--- config.mk ---
export PLATFORM = sky130hd
export DESIGN_NAME = idle_wake_reset_status_control
export DESIGN_NICKNAME = d
export VERILOG_FILES = /design/src/design/idle_wake_reset_status_control.v
export VERILOG_INCLUDE_DIRS = /design/src /design/src/design
export SDC_FILE = /design/constraint.sdc
export NUM_CORES = 1
export LEC_CHECK = 0
export ABC_AREA = 1
export ABC_CLOCK_PERIOD_IN_PS = 3000
export BUFFER_PORTS_ARGS = -buffer_cell sky130_fd_sc_hd__buf_2
export CAP_MARGIN = 20
export CORE_UTILIZATION = 48
export DETAILED_ROUTE_END_ITERATION = 7
export GPL_TIMING_DRIVEN = 0
export HOLD_SLACK_MARGIN = 0.12
export PLACE_DENSITY_LB_ADDON = 0.2
export REMOVE_ABC_BUFFERS = 1
export SLEW_MARGIN = 25
export SYNTH_ARGS = -nofsm -noshare
export SYNTH_HDL_FRONTEND = slang
export SYNTH_SLANG_ARGS = --single-unit
export TNS_END_PERCENT = 30
--- constraint.sdc ---
create_clock -name clk_in -period 3 [get_ports clk_in]
set_clock_uncertainty 0.1 [all_clocks]
set_input_delay 0.6 -clock clk_in [delete_from_list [all_inputs] [get_ports clk_in]]
set_output_delay 0.6 -clock clk_in [all_outputs]
set_load 0.01 [all_outputs]
--- src/design/idle_wake_defines.vh ---
// Constants for the idle, wake and reset-status controller
`ifndef IDLE_WAKE_DEFINES_VH
`define IDLE_WAKE_DEFINES_VH

// Clock period and the two oscillator times, in ns
`define IW_CLK_NS      10
`define IW_SETTLE_NS   2000
`define IW_START_NS    200
// Least times round up to whole cycles
`define IW_SETTLE_CYC  ((`IW_SETTLE_NS + `IW_CLK_NS - 1) / `IW_CLK_NS)
`define IW_START_CYC   ((`IW_START_NS + `IW_CLK_NS - 1) / `IW_CLK_NS)
`define IW_CNT_W       16

// Power-management states
`define IW_ST_RESET    3'h0
`define IW_ST_RUN      3'h1
`define IW_ST_IDLE     3'h2
`define IW_ST_SLEEP    3'h3
`define IW_ST_WAKE     3'h4

// Program counter values
`define IW_PC_W        16
`define IW_PC_ZERO     16'h0000
`define IW_VEC_HIGH    16'h0008
`define IW_VEC_LOW     16'h0018
`define IW_PC_STEP     16'h0002

// Brown-out configuration that enables the software bit
`define IW_BOR_SW_CFG  2'h1

`endif

--- src/design/idle_wake_reset_status_control.v ---
// Idle mode, wake-up and reset-status controller
`include "idle_wake_defines.vh"

module idle_wake_reset_status_control #(
  parameter [15:0] SETTLE_CYC = `IW_SETTLE_CYC,
  parameter [15:0] START_CYC  = `IW_START_CYC,
  parameter        NUM_INT    = 8
) (
  // Clock and power-on reset
  input  wire                  clk_in,
  input  wire                  rst_in,
  // Pins and oscillator status from outside the clock domain
  input  wire                  external_reset_pin_n_in,
  input  wire                  primary_clk_ready_in,
  // Core events, one-cycle pulses
  input  wire                  sleep_instr_in,
  input  wire                  watchdog_clear_instr_in,
  input  wire                  reset_instr_in,
  input  wire                  brownout_in,
  input  wire                  wdt_timeout_in,
  input  wire                  clock_loss_in,
  input  wire                  stack_full_in,
  input  wire                  stack_underflow_in,
  // Software flag writes, one-cycle pulses
  input  wire                  stack_full_clr_in,
  input  wire                  stack_underflow_clr_in,
  input  wire                  poweron_flag_set_in,
  input  wire                  brownout_flag_set_in,
  input  wire                  soft_brownout_wr_in,
  input  wire                  soft_brownout_data_in,
  // Oscillator control write
  input  wire                  osc_ctrl_wr_in,
  input  wire                  idle_on_sleep_bit_in,
  input  wire [1:0]            clock_select_bits_in,
  input  wire [2:0]            internal_freq_select_in,
  input  wire                  internal_source_select_in,
  // Configuration
  input  wire                  stack_error_reset_enable_in,
  input  wire [1:0]            brownout_mode_config_in,
  input  wire                  two_speed_en_in,
  input  wire                  failsafe_en_in,
  input  wire                  wdt_en_in,
  // Interrupt sources
  input  wire [NUM_INT-1:0]    int_flags_in,
  input  wire [NUM_INT-1:0]    int_enables_in,
  input  wire                  int_high_prio_in,
  input  wire                  global_int_enable_in,
  input  wire                  low_priority_int_enable_in,
  // Program counter of the core
  input  wire [`IW_PC_W-1:0]   pc_in,
  // Clock gating and oscillator control
  output reg                   cpu_clk_en_out,
  output reg                   periph_clk_en_out,
  output reg                   cpu_reset_out,
  output reg                   sys_clk_internal_out,
  output reg                   primary_osc_en_out,
  output reg                   primary_ready_flag_out,
  output reg                   internal_osc_en_out,
  output reg                   internal_stable_flag_out,
  output reg                   low_freq_osc_en_out,
  output reg                   wdt_clear_out,
  output reg  [2:0]            pm_state_out,
  // Program counter load
  output reg                   pc_load_out,
  output reg  [`IW_PC_W-1:0]   pc_value_out,
  // Reset-cause and stack flags
  output reg                   reset_instr_flag_out,
  output reg                   timeout_flag_out,
  output reg                   power_down_flag_out,
  output reg                   poweron_flag_out,
  output reg                   brownout_flag_out,
  output reg                   stack_full_flag_out,
  output reg                   stack_underflow_flag_out,
  output reg                   soft_brownout_enable_out,
  // Oscillator control register
  output reg                   idle_on_sleep_bit_out,
  output reg  [1:0]            clock_select_bits_out,
  output reg  [2:0]            internal_freq_select_out,
  output reg                   internal_source_select_out
);

  // Synchronisers for the pin and the oscillator status
  reg                  ext_meta_r;     // First stage, read by second only
  reg                  ext_sync_r;     // Reset pin, active low
  reg                  prim_meta_r;
  reg                  prim_sync_r;    // Primary clock ready

  // State and working registers
  reg  [2:0]           state_r;
  reg  [2:0]           state_nxt;
  reg  [`IW_CNT_W-1:0] settle_cnt_r;   // Internal oscillator settling
  reg  [`IW_CNT_W-1:0] settle_cnt_nxt;
  reg  [`IW_CNT_W-1:0] start_cnt_r;    // CPU start delay
  reg  [`IW_CNT_W-1:0] start_cnt_nxt;
  reg                  two_spd_r;      // Running early on internal
  reg                  two_spd_nxt;
  reg                  prim_shut_r;    // Primary shut by early sleep
  reg                  prim_shut_nxt;
  reg  [`IW_PC_W-1:0]  wake_pc_r;      // Where the CPU resumes
  reg  [`IW_PC_W-1:0]  wake_pc_nxt;

  // Next values of registered outputs
  reg                  pc_load_nxt;
  reg  [`IW_PC_W-1:0]  pc_value_nxt;
  reg                  ri_nxt;
  reg                  to_nxt;
  reg                  pd_nxt;
  reg                  por_nxt;
  reg                  bor_nxt;
  reg                  sf_nxt;
  reg                  su_nxt;
  reg                  sbor_nxt;
  reg                  rst_evt;        // Any reset this cycle

  // Decoded conditions
  wire                 ext_low   = ~ext_sync_r;
  wire                 asleep    = (state_r == `IW_ST_IDLE) |
                                   (state_r == `IW_ST_SLEEP);
  wire                 int_wake  = |(int_flags_in & int_enables_in);
  wire                 int_on    = (internal_freq_select_out != 3'h0) |
                                   internal_source_select_out;
  wire                 early_ok  = two_speed_en_in | failsafe_en_in;
  wire                 src_int   = clock_select_bits_out[1] | two_spd_nxt |
                                   prim_shut_nxt;
  wire                 prim_en   = ~(clock_select_bits_out[1] |
                                     prim_shut_nxt);
  wire [`IW_PC_W-1:0]  pc_plus2  = pc_in + `IW_PC_STEP;
  wire                 int_branch = global_int_enable_in &
                         (int_high_prio_in | low_priority_int_enable_in);

  // Two-flop synchronisers; pin idles high, status idles not ready
  always @(posedge clk_in or posedge rst_in) begin
    if (rst_in) begin
      ext_meta_r  <= 1'b1;
      ext_sync_r  <= 1'b1;
      prim_meta_r <= 1'b0;
      prim_sync_r <= 1'b0;
    end else begin
      ext_meta_r  <= external_reset_pin_n_in;
      ext_sync_r  <= ext_meta_r;
      prim_meta_r <= primary_clk_ready_in;
      prim_sync_r <= prim_meta_r;
    end
  end

  // Next-state and flag logic
  always @* begin
    state_nxt      = state_r;
    start_cnt_nxt  = start_cnt_r;
    two_spd_nxt    = two_spd_r;
    prim_shut_nxt  = prim_shut_r;
    wake_pc_nxt    = wake_pc_r;
    pc_load_nxt    = 1'b0;
    pc_value_nxt   = pc_value_out;
    ri_nxt         = reset_instr_flag_out;
    to_nxt         = timeout_flag_out;
    pd_nxt         = power_down_flag_out;
    por_nxt        = poweron_flag_out | poweron_flag_set_in;
    bor_nxt        = brownout_flag_out | brownout_flag_set_in;
    // Software clears first, so a hardware set below wins
    sf_nxt         = stack_full_flag_out & ~stack_full_clr_in;
    su_nxt         = stack_underflow_flag_out & ~stack_underflow_clr_in;
    sbor_nxt       = soft_brownout_wr_in ? soft_brownout_data_in :
                     soft_brownout_enable_out;
    rst_evt        = 1'b0;

    // Settling counter restarts only when the output is disabled
    if (!int_on)
      settle_cnt_nxt = {`IW_CNT_W{1'b0}};
    else if (settle_cnt_r != SETTLE_CYC)
      settle_cnt_nxt = settle_cnt_r + 16'h0001;
    else
      settle_cnt_nxt = settle_cnt_r;

    case (state_r)
      `IW_ST_RESET: begin
        // Held while the pin is low; start early or wait for primary
        if (!ext_low && (early_ok || prim_sync_r)) begin
          state_nxt    = `IW_ST_RUN;
          two_spd_nxt  = early_ok & ~prim_sync_r;
          pc_load_nxt  = 1'b1;
          pc_value_nxt = `IW_PC_ZERO;
        end
      end
      `IW_ST_RUN: begin
        if (sleep_instr_in) begin
          // Idle bit picks idle; lower select bit plays no part
          state_nxt = idle_on_sleep_bit_out ?
                      `IW_ST_IDLE : `IW_ST_SLEEP;
          // Power-managed entry before primary ready shuts it down
          if (two_spd_r) begin
            prim_shut_nxt = 1'b1;
            two_spd_nxt   = 1'b0;
          end
        end
      end
      `IW_ST_IDLE, `IW_ST_SLEEP: begin
        // Only a reset, the watchdog or an enabled interrupt leaves here
        if (wdt_timeout_in) begin
          state_nxt   = `IW_ST_WAKE;
          to_nxt      = 1'b0;
          pd_nxt      = 1'b0;
          wake_pc_nxt = pc_plus2;
        end else if (int_wake) begin
          state_nxt   = `IW_ST_WAKE;
          pd_nxt      = 1'b0;
          if (!int_branch)
            wake_pc_nxt = pc_plus2;
          else if (int_high_prio_in)
            wake_pc_nxt = `IW_VEC_HIGH;
          else
            wake_pc_nxt = `IW_VEC_LOW;
        end
        start_cnt_nxt = {`IW_CNT_W{1'b0}};
      end
      `IW_ST_WAKE: begin
        // CPU runs on the first cycle after the fixed delay
        if (start_cnt_r >= START_CYC - 16'h0001) begin
          state_nxt    = `IW_ST_RUN;
          pc_load_nxt  = 1'b1;
          pc_value_nxt = wake_pc_r;
        end else begin
          start_cnt_nxt = start_cnt_r + 16'h0001;
        end
      end
      default: begin
        state_nxt = `IW_ST_RESET;
      end
    endcase

    // Primary comes up: leave the early internal clock
    if (two_spd_nxt && prim_sync_r)
      two_spd_nxt = 1'b0;

    // Reset sources, highest priority first
    if (ext_low) begin
      rst_evt = 1'b1;
      to_nxt  = 1'b1;
      if (asleep)
        pd_nxt = 1'b0;
    end else if (brownout_in) begin
      rst_evt = 1'b1;
      ri_nxt  = 1'b1;
      to_nxt  = 1'b1;
      pd_nxt  = 1'b1;
      bor_nxt = 1'b0;
    end else if (wdt_timeout_in &&
                 (state_r == `IW_ST_RUN)) begin
      rst_evt = 1'b1;
      to_nxt  = 1'b0;
    end else if (stack_full_in) begin
      sf_nxt  = 1'b1;
      rst_evt = stack_error_reset_enable_in;
    end else if (stack_underflow_in) begin
      su_nxt  = 1'b1;
      rst_evt = stack_error_reset_enable_in;
      // Without reset the core still vectors to zero
      if (!stack_error_reset_enable_in) begin
        pc_load_nxt  = 1'b1;
        pc_value_nxt = `IW_PC_ZERO;
      end
    end else if (reset_instr_in) begin
      rst_evt = 1'b1;
      ri_nxt  = 1'b0;
    end

    if (rst_evt) begin
      state_nxt     = `IW_ST_RESET;
      two_spd_nxt   = 1'b0;
      prim_shut_nxt = 1'b0;
      pc_load_nxt   = 1'b1;
      pc_value_nxt  = `IW_PC_ZERO;
      // Software bit survives only when configured and set
      if (brownout_mode_config_in != `IW_BOR_SW_CFG)
        sbor_nxt = 1'b0;
    end else if (osc_ctrl_wr_in) begin
      // Software choosing a source again lifts the early shutdown
      prim_shut_nxt = 1'b0;
    end
  end

  // Registered state, flags and outputs
  always @(posedge clk_in or posedge rst_in) begin
    if (rst_in) begin
      // Power-on values
      state_r                    <= `IW_ST_RESET;
      settle_cnt_r               <= {`IW_CNT_W{1'b0}};
      start_cnt_r                <= {`IW_CNT_W{1'b0}};
      two_spd_r                  <= 1'b0;
      prim_shut_r                <= 1'b0;
      wake_pc_r                  <= `IW_PC_ZERO;
      cpu_clk_en_out             <= 1'b0;
      periph_clk_en_out          <= 1'b0;
      cpu_reset_out              <= 1'b1;
      sys_clk_internal_out       <= 1'b0;
      primary_osc_en_out         <= 1'b1;
      primary_ready_flag_out     <= 1'b0;
      internal_osc_en_out        <= 1'b0;
      internal_stable_flag_out   <= 1'b0;
      low_freq_osc_en_out        <= 1'b0;
      wdt_clear_out              <= 1'b0;
      pm_state_out               <= `IW_ST_RESET;
      pc_load_out                <= 1'b0;
      pc_value_out               <= `IW_PC_ZERO;
      reset_instr_flag_out       <= 1'b1;
      timeout_flag_out           <= 1'b1;
      power_down_flag_out        <= 1'b1;
      poweron_flag_out           <= 1'b0;
      brownout_flag_out          <= 1'b0;
      stack_full_flag_out        <= 1'b0;
      stack_underflow_flag_out   <= 1'b0;
      soft_brownout_enable_out   <= 1'b1;
      idle_on_sleep_bit_out      <= 1'b0;
      clock_select_bits_out      <= 2'h0;
      internal_freq_select_out   <= 3'h0;
      internal_source_select_out <= 1'b0;
    end else begin
      state_r                  <= state_nxt;
      settle_cnt_r             <= settle_cnt_nxt;
      start_cnt_r              <= start_cnt_nxt;
      two_spd_r                <= two_spd_nxt;
      prim_shut_r              <= prim_shut_nxt;
      wake_pc_r                <= wake_pc_nxt;
      // CPU clocked only in run; peripherals also in idle and wake
      cpu_clk_en_out           <= (state_nxt == `IW_ST_RUN);
      periph_clk_en_out        <= (state_nxt == `IW_ST_RUN) |
                                  (state_nxt == `IW_ST_IDLE) |
                                  (state_nxt == `IW_ST_WAKE);
      cpu_reset_out            <= (state_nxt == `IW_ST_RESET);
      sys_clk_internal_out     <= src_int;
      primary_osc_en_out       <= prim_en;
      primary_ready_flag_out   <= prim_en & prim_sync_r;
      internal_osc_en_out      <= int_on;
      internal_stable_flag_out <= int_on &
                                  (settle_cnt_nxt == SETTLE_CYC);
      low_freq_osc_en_out      <= wdt_en_in | failsafe_en_in;
      // Retuning counts only while the internal block clocks the system
      wdt_clear_out            <= sleep_instr_in | watchdog_clear_instr_in |
                                  (clock_loss_in & failsafe_en_in) |
                                  (osc_ctrl_wr_in & sys_clk_internal_out &
                                   (internal_freq_select_in !=
                                    internal_freq_select_out));
      pm_state_out             <= state_nxt;
      pc_load_out              <= pc_load_nxt;
      pc_value_out             <= pc_value_nxt;
      reset_instr_flag_out     <= ri_nxt;
      timeout_flag_out         <= to_nxt;
      power_down_flag_out      <= pd_nxt;
      poweron_flag_out         <= por_nxt;
      brownout_flag_out        <= bor_nxt;
      stack_full_flag_out      <= sf_nxt;
      stack_underflow_flag_out <= su_nxt;
      soft_brownout_enable_out <= sbor_nxt;
      // Written only by software; wake paths leave it alone
      if (osc_ctrl_wr_in) begin
        idle_on_sleep_bit_out      <= idle_on_sleep_bit_in;
        clock_select_bits_out      <= clock_select_bits_in;
        internal_freq_select_out   <= internal_freq_select_in;
        internal_source_select_out <= internal_source_select_in;
      end
    end
  end

endmodule

==> metrics <==
status=complete, no violations; VDD IR max=0.3258 mV; register area=2487 um2; R2R cell count=12; via count=3887; area grow syn2layout=21.46%; Max Fclk=0.4534 GHz; Die Width=99.96 um; RSZ-0062 raised after global routing=false; CP Data Required Time=3.21 ns; cell row count=35; pwr dens=527.5 nW/um2; Post-Synth XOR/XNOR Area=2.852%; Hold EP=ext_meta_r$_DFF_PP1_; Primary FF master, synth=dfrtp_1; top cells by count, synth=nand2_1 (137), dfrtp_1 (91), inv_1 (66); crit-path max FO=18; Setup WS pre-CTS=0.6404 ns; HPWL Detailed=7.504 mm; final setup vio count=0; Reg2Reg Setup Slack=0.79 ns; Synth Area in Compound Gates=8.557%; worst hold path type=primary input to flip-flop; cell taking the most area after synthesis=dfrtp_1; Synth top area share=49.44%; fraction of layout cells with a size suffix above 1=25.83%; nets=732; CORE AREA=9284 um2; crit path max-delay cell type=dfrtp_1; Initial Utilization=49.61%; Async S/R FF share, synth=100.0%; Synth Area in Simple Gates=26.32%; critical path class=flip-flop to flip-flop; Worst setup EP type=flip-flop; largest net degree at the start of global routing=61; Initial DRC Count=101; mux contribution to synthesized area=0.2173%; worst hold start=external_reset_pin_n_in; Worst Tran Pin Value=0.6775 ns; synth unique cells=39; Rel. slew slack=54.70%; Placer Congestion=0.7867; Clk pin slew, worst setup/hold paths=0.09 ns; Worst Hold Slack=0.2220 ns; Via-to-Cell Ratio=4.889; cell area after layout=5594 um2; Ports=112; top cell family by delay on the critical path=simple AND/OR/NAND/NOR gates; met3 Use GR=5.989%; vias in the first global route=3821; Clock Tree Buf Depth=2; Placement Cell Area=5320 um2; Post-synth EDFFs=0; Mapped Area=4606 um2; largest cells by area after synthesis=dfrtp_1 (49%), nand2_1 (11%), inv_1 (5.4%); Fillers=856; Inserted Diodes=0; hold path depth=1; leakage power=0.002901 uW; met1 usage=27.89%; area of the multi-input gates=1798 um2; Die Height=99.96 um; Startpoint Class=flip-flop; Slew Viols, Final=0; r2r startpoint=start_cnt_r[0]$_DFFE_PP0P_; first-pass GRT wire length=17.26 mm; sequential element share of the synthesized area=54.01%; Hold Vio Cnt, Final=0; GRT overflow=0; Synth Register Bits=99; Avg Cell Area, Syn=8.466 um2; drt pass-1 iters=4; Finished Layout Cells=795; Die ar.=9991 um2; number of CTS-inserted buffers=9; CTS Root Cell=clkbuf_8; Most Crowded Layer GR=met2; Synth Instances=544; Synth warnings=0; MaxCap Viol Count=0; CP max stage delay=0.42 ns; IO buf count=111; critical path arrival=2.41 ns; Buf/Inv on CP=2; Antenna Nets Post-Route=0; Tmin final=2.206 ns; TritonCTS clock tree=done; initial antenna violation count=0; main combinational cell family by area after synthesis=simple AND/OR/NAND/NOR gates; Synth Area in Adders=1.087%; DRC=0; most frequent cell after synthesis=nand2_1; Post-Place Cells=778; Avg WL per Cell=12.44 um; Critical R2R Capture=cpu_reset_out$_DFF_PP1_; WL final=9.886 mm; final worst-path setup slack=0.7944 ns; clk sink count=99; later-pin clock latency in the skew report=0.37 ns; M2 GR Usage=37.93%; worst-path cell chain=ha_1 -> nor2_1 -> a21oi_1 -> nor2_1 -> nand2_1 -> nand2_2 -> inv_2 -> nor2_1 -> nand2_1 -> nand2_1 -> inv_2 -> nor3_2; GRT Total Usage=22.13%; period utilization=73.52%; H-tree levels=3
-- cell usage in the layout, fill, tap and decap left out, types with 10 or more instances in the layout --
cell | netlist | final
nand2_1 | 137 | 137
buf_2 | 4 | 111
dfrtp_1 | 91 | 91
inv_1 | 66 | 65
nor2_1 | 52 | 52
nand3_1 | 39 | 39
a21oi_1 | 29 | 29
o21ai_0 | 23 | 23
xor2_1 | 12 | 12
nand4_1 | 12 | 12
inv_2 | 10 | 10
-- cells by family (layout without fill, tap and decap cells) --
| family | Yosys count | after routing |
|---|---|---|
| and+or+nand+nor | 272 | 272 |
| buffers and inverters | 83 | 205 |
| xor gates and xnor gates | 15 | 15 |
| AOI/OAI and AO/OA | 70 | 70 |
| adders and majority gates | 4 | 4 |
| DFF | 99 | 99 |
| muxes | 1 | 1 |
-- per-stage QoR --
stage / TNS [ns] / util (%) / total power [uW]
global route: 0 / 60.26 / 3093
CTS: 0 / 60.26 / 2980
global placement: -126.91 / 56.95 / 1856
detailed placement: 0 / 57.30 / 1879
finish: 0 / 60.26 / 2951
floorplan: -25.22 / - / 1727
-- worst max-delay path by stage --
stage,endpoint,slack [ns],start,depth (start not counted)
3_5_place_dp,pc_value_out[9]$_DFF_PP0_,0.64,failsafe_en_in,5
5_1_grt,cpu_reset_out$_DFF_PP1_,0.59,start_cnt_r[0]$_DFFE_PP0P_,12
2_1_floorplan,brownout_flag_out$_DFF_PP0_,-0.28,rst_in,1
4_1_cts,cpu_reset_out$_DFF_PP1_,0.79,start_cnt_r[0]$_DFFE_PP0P_,12
3_3_place_gp,state_r[1]$_DFF_PP0_,-1.36,rst_in,2
6_report,cpu_reset_out$_DFF_PP1_,0.79,start_cnt_r[0]$_DFFE_PP0P_,12
-- worst reg2reg max path, cell delays in order, from the launching register on --
cell,delay (ns)
dfrtp_1,0.42
ha_1,0.25
nor2_1,0.09
a21oi_1,0.06
nor2_1,0.10
nand2_1,0.09
nand2_2,0.31
inv_2,0.25
nor2_1,0.16
nand2_1,0.08
nand2_1,0.09
inv_2,0.05
nor3_2,0.09
-- area by class of cell --
cell class                      instances  share of cell area (%)
Clock buffer                           10                   2.281
Clock inverter                          6                   2.438
Inverter                               76                   5.189
Multi-Input combinational cell        362                   32.14
Sequential cell                        99                   44.46
Tap cell                              129                   2.885
Timing Repair Buffer                  113                   10.60
-- flip-flops by register name, indices dropped and copies added (netlist names), 2 cells and up --
register                  count
clock_select_bits_out         2
settle_cnt_r                 16
pc_value_out                 16
start_cnt_r                  16
wake_pc_r                    16
internal_freq_select_out      3
state_r                       3
-- power by group --
group          switching, uW  internal [uW]
Combinational            217            150
Sequential              68.8           1410
Clock                    460            641
-- layer usage --
| layer | share of wire [%] | up-vias |
|---|---|---|
| li1 | - | 1958 |
| met5 | 0 | - |
| met1 | 45 | 1829 |
| met3 | 5.1 | 11 |
| met2 | 49 | 89 |
| met4 | 1.0 | 0 |
-- repair_timing --
item	in CTS	in global routing
buffers inserted	0	0
endpoints found under the hold margin	1	0
resized for setup	0	0
hold buffers	1	0
Power figures use the tool's default switching activity.
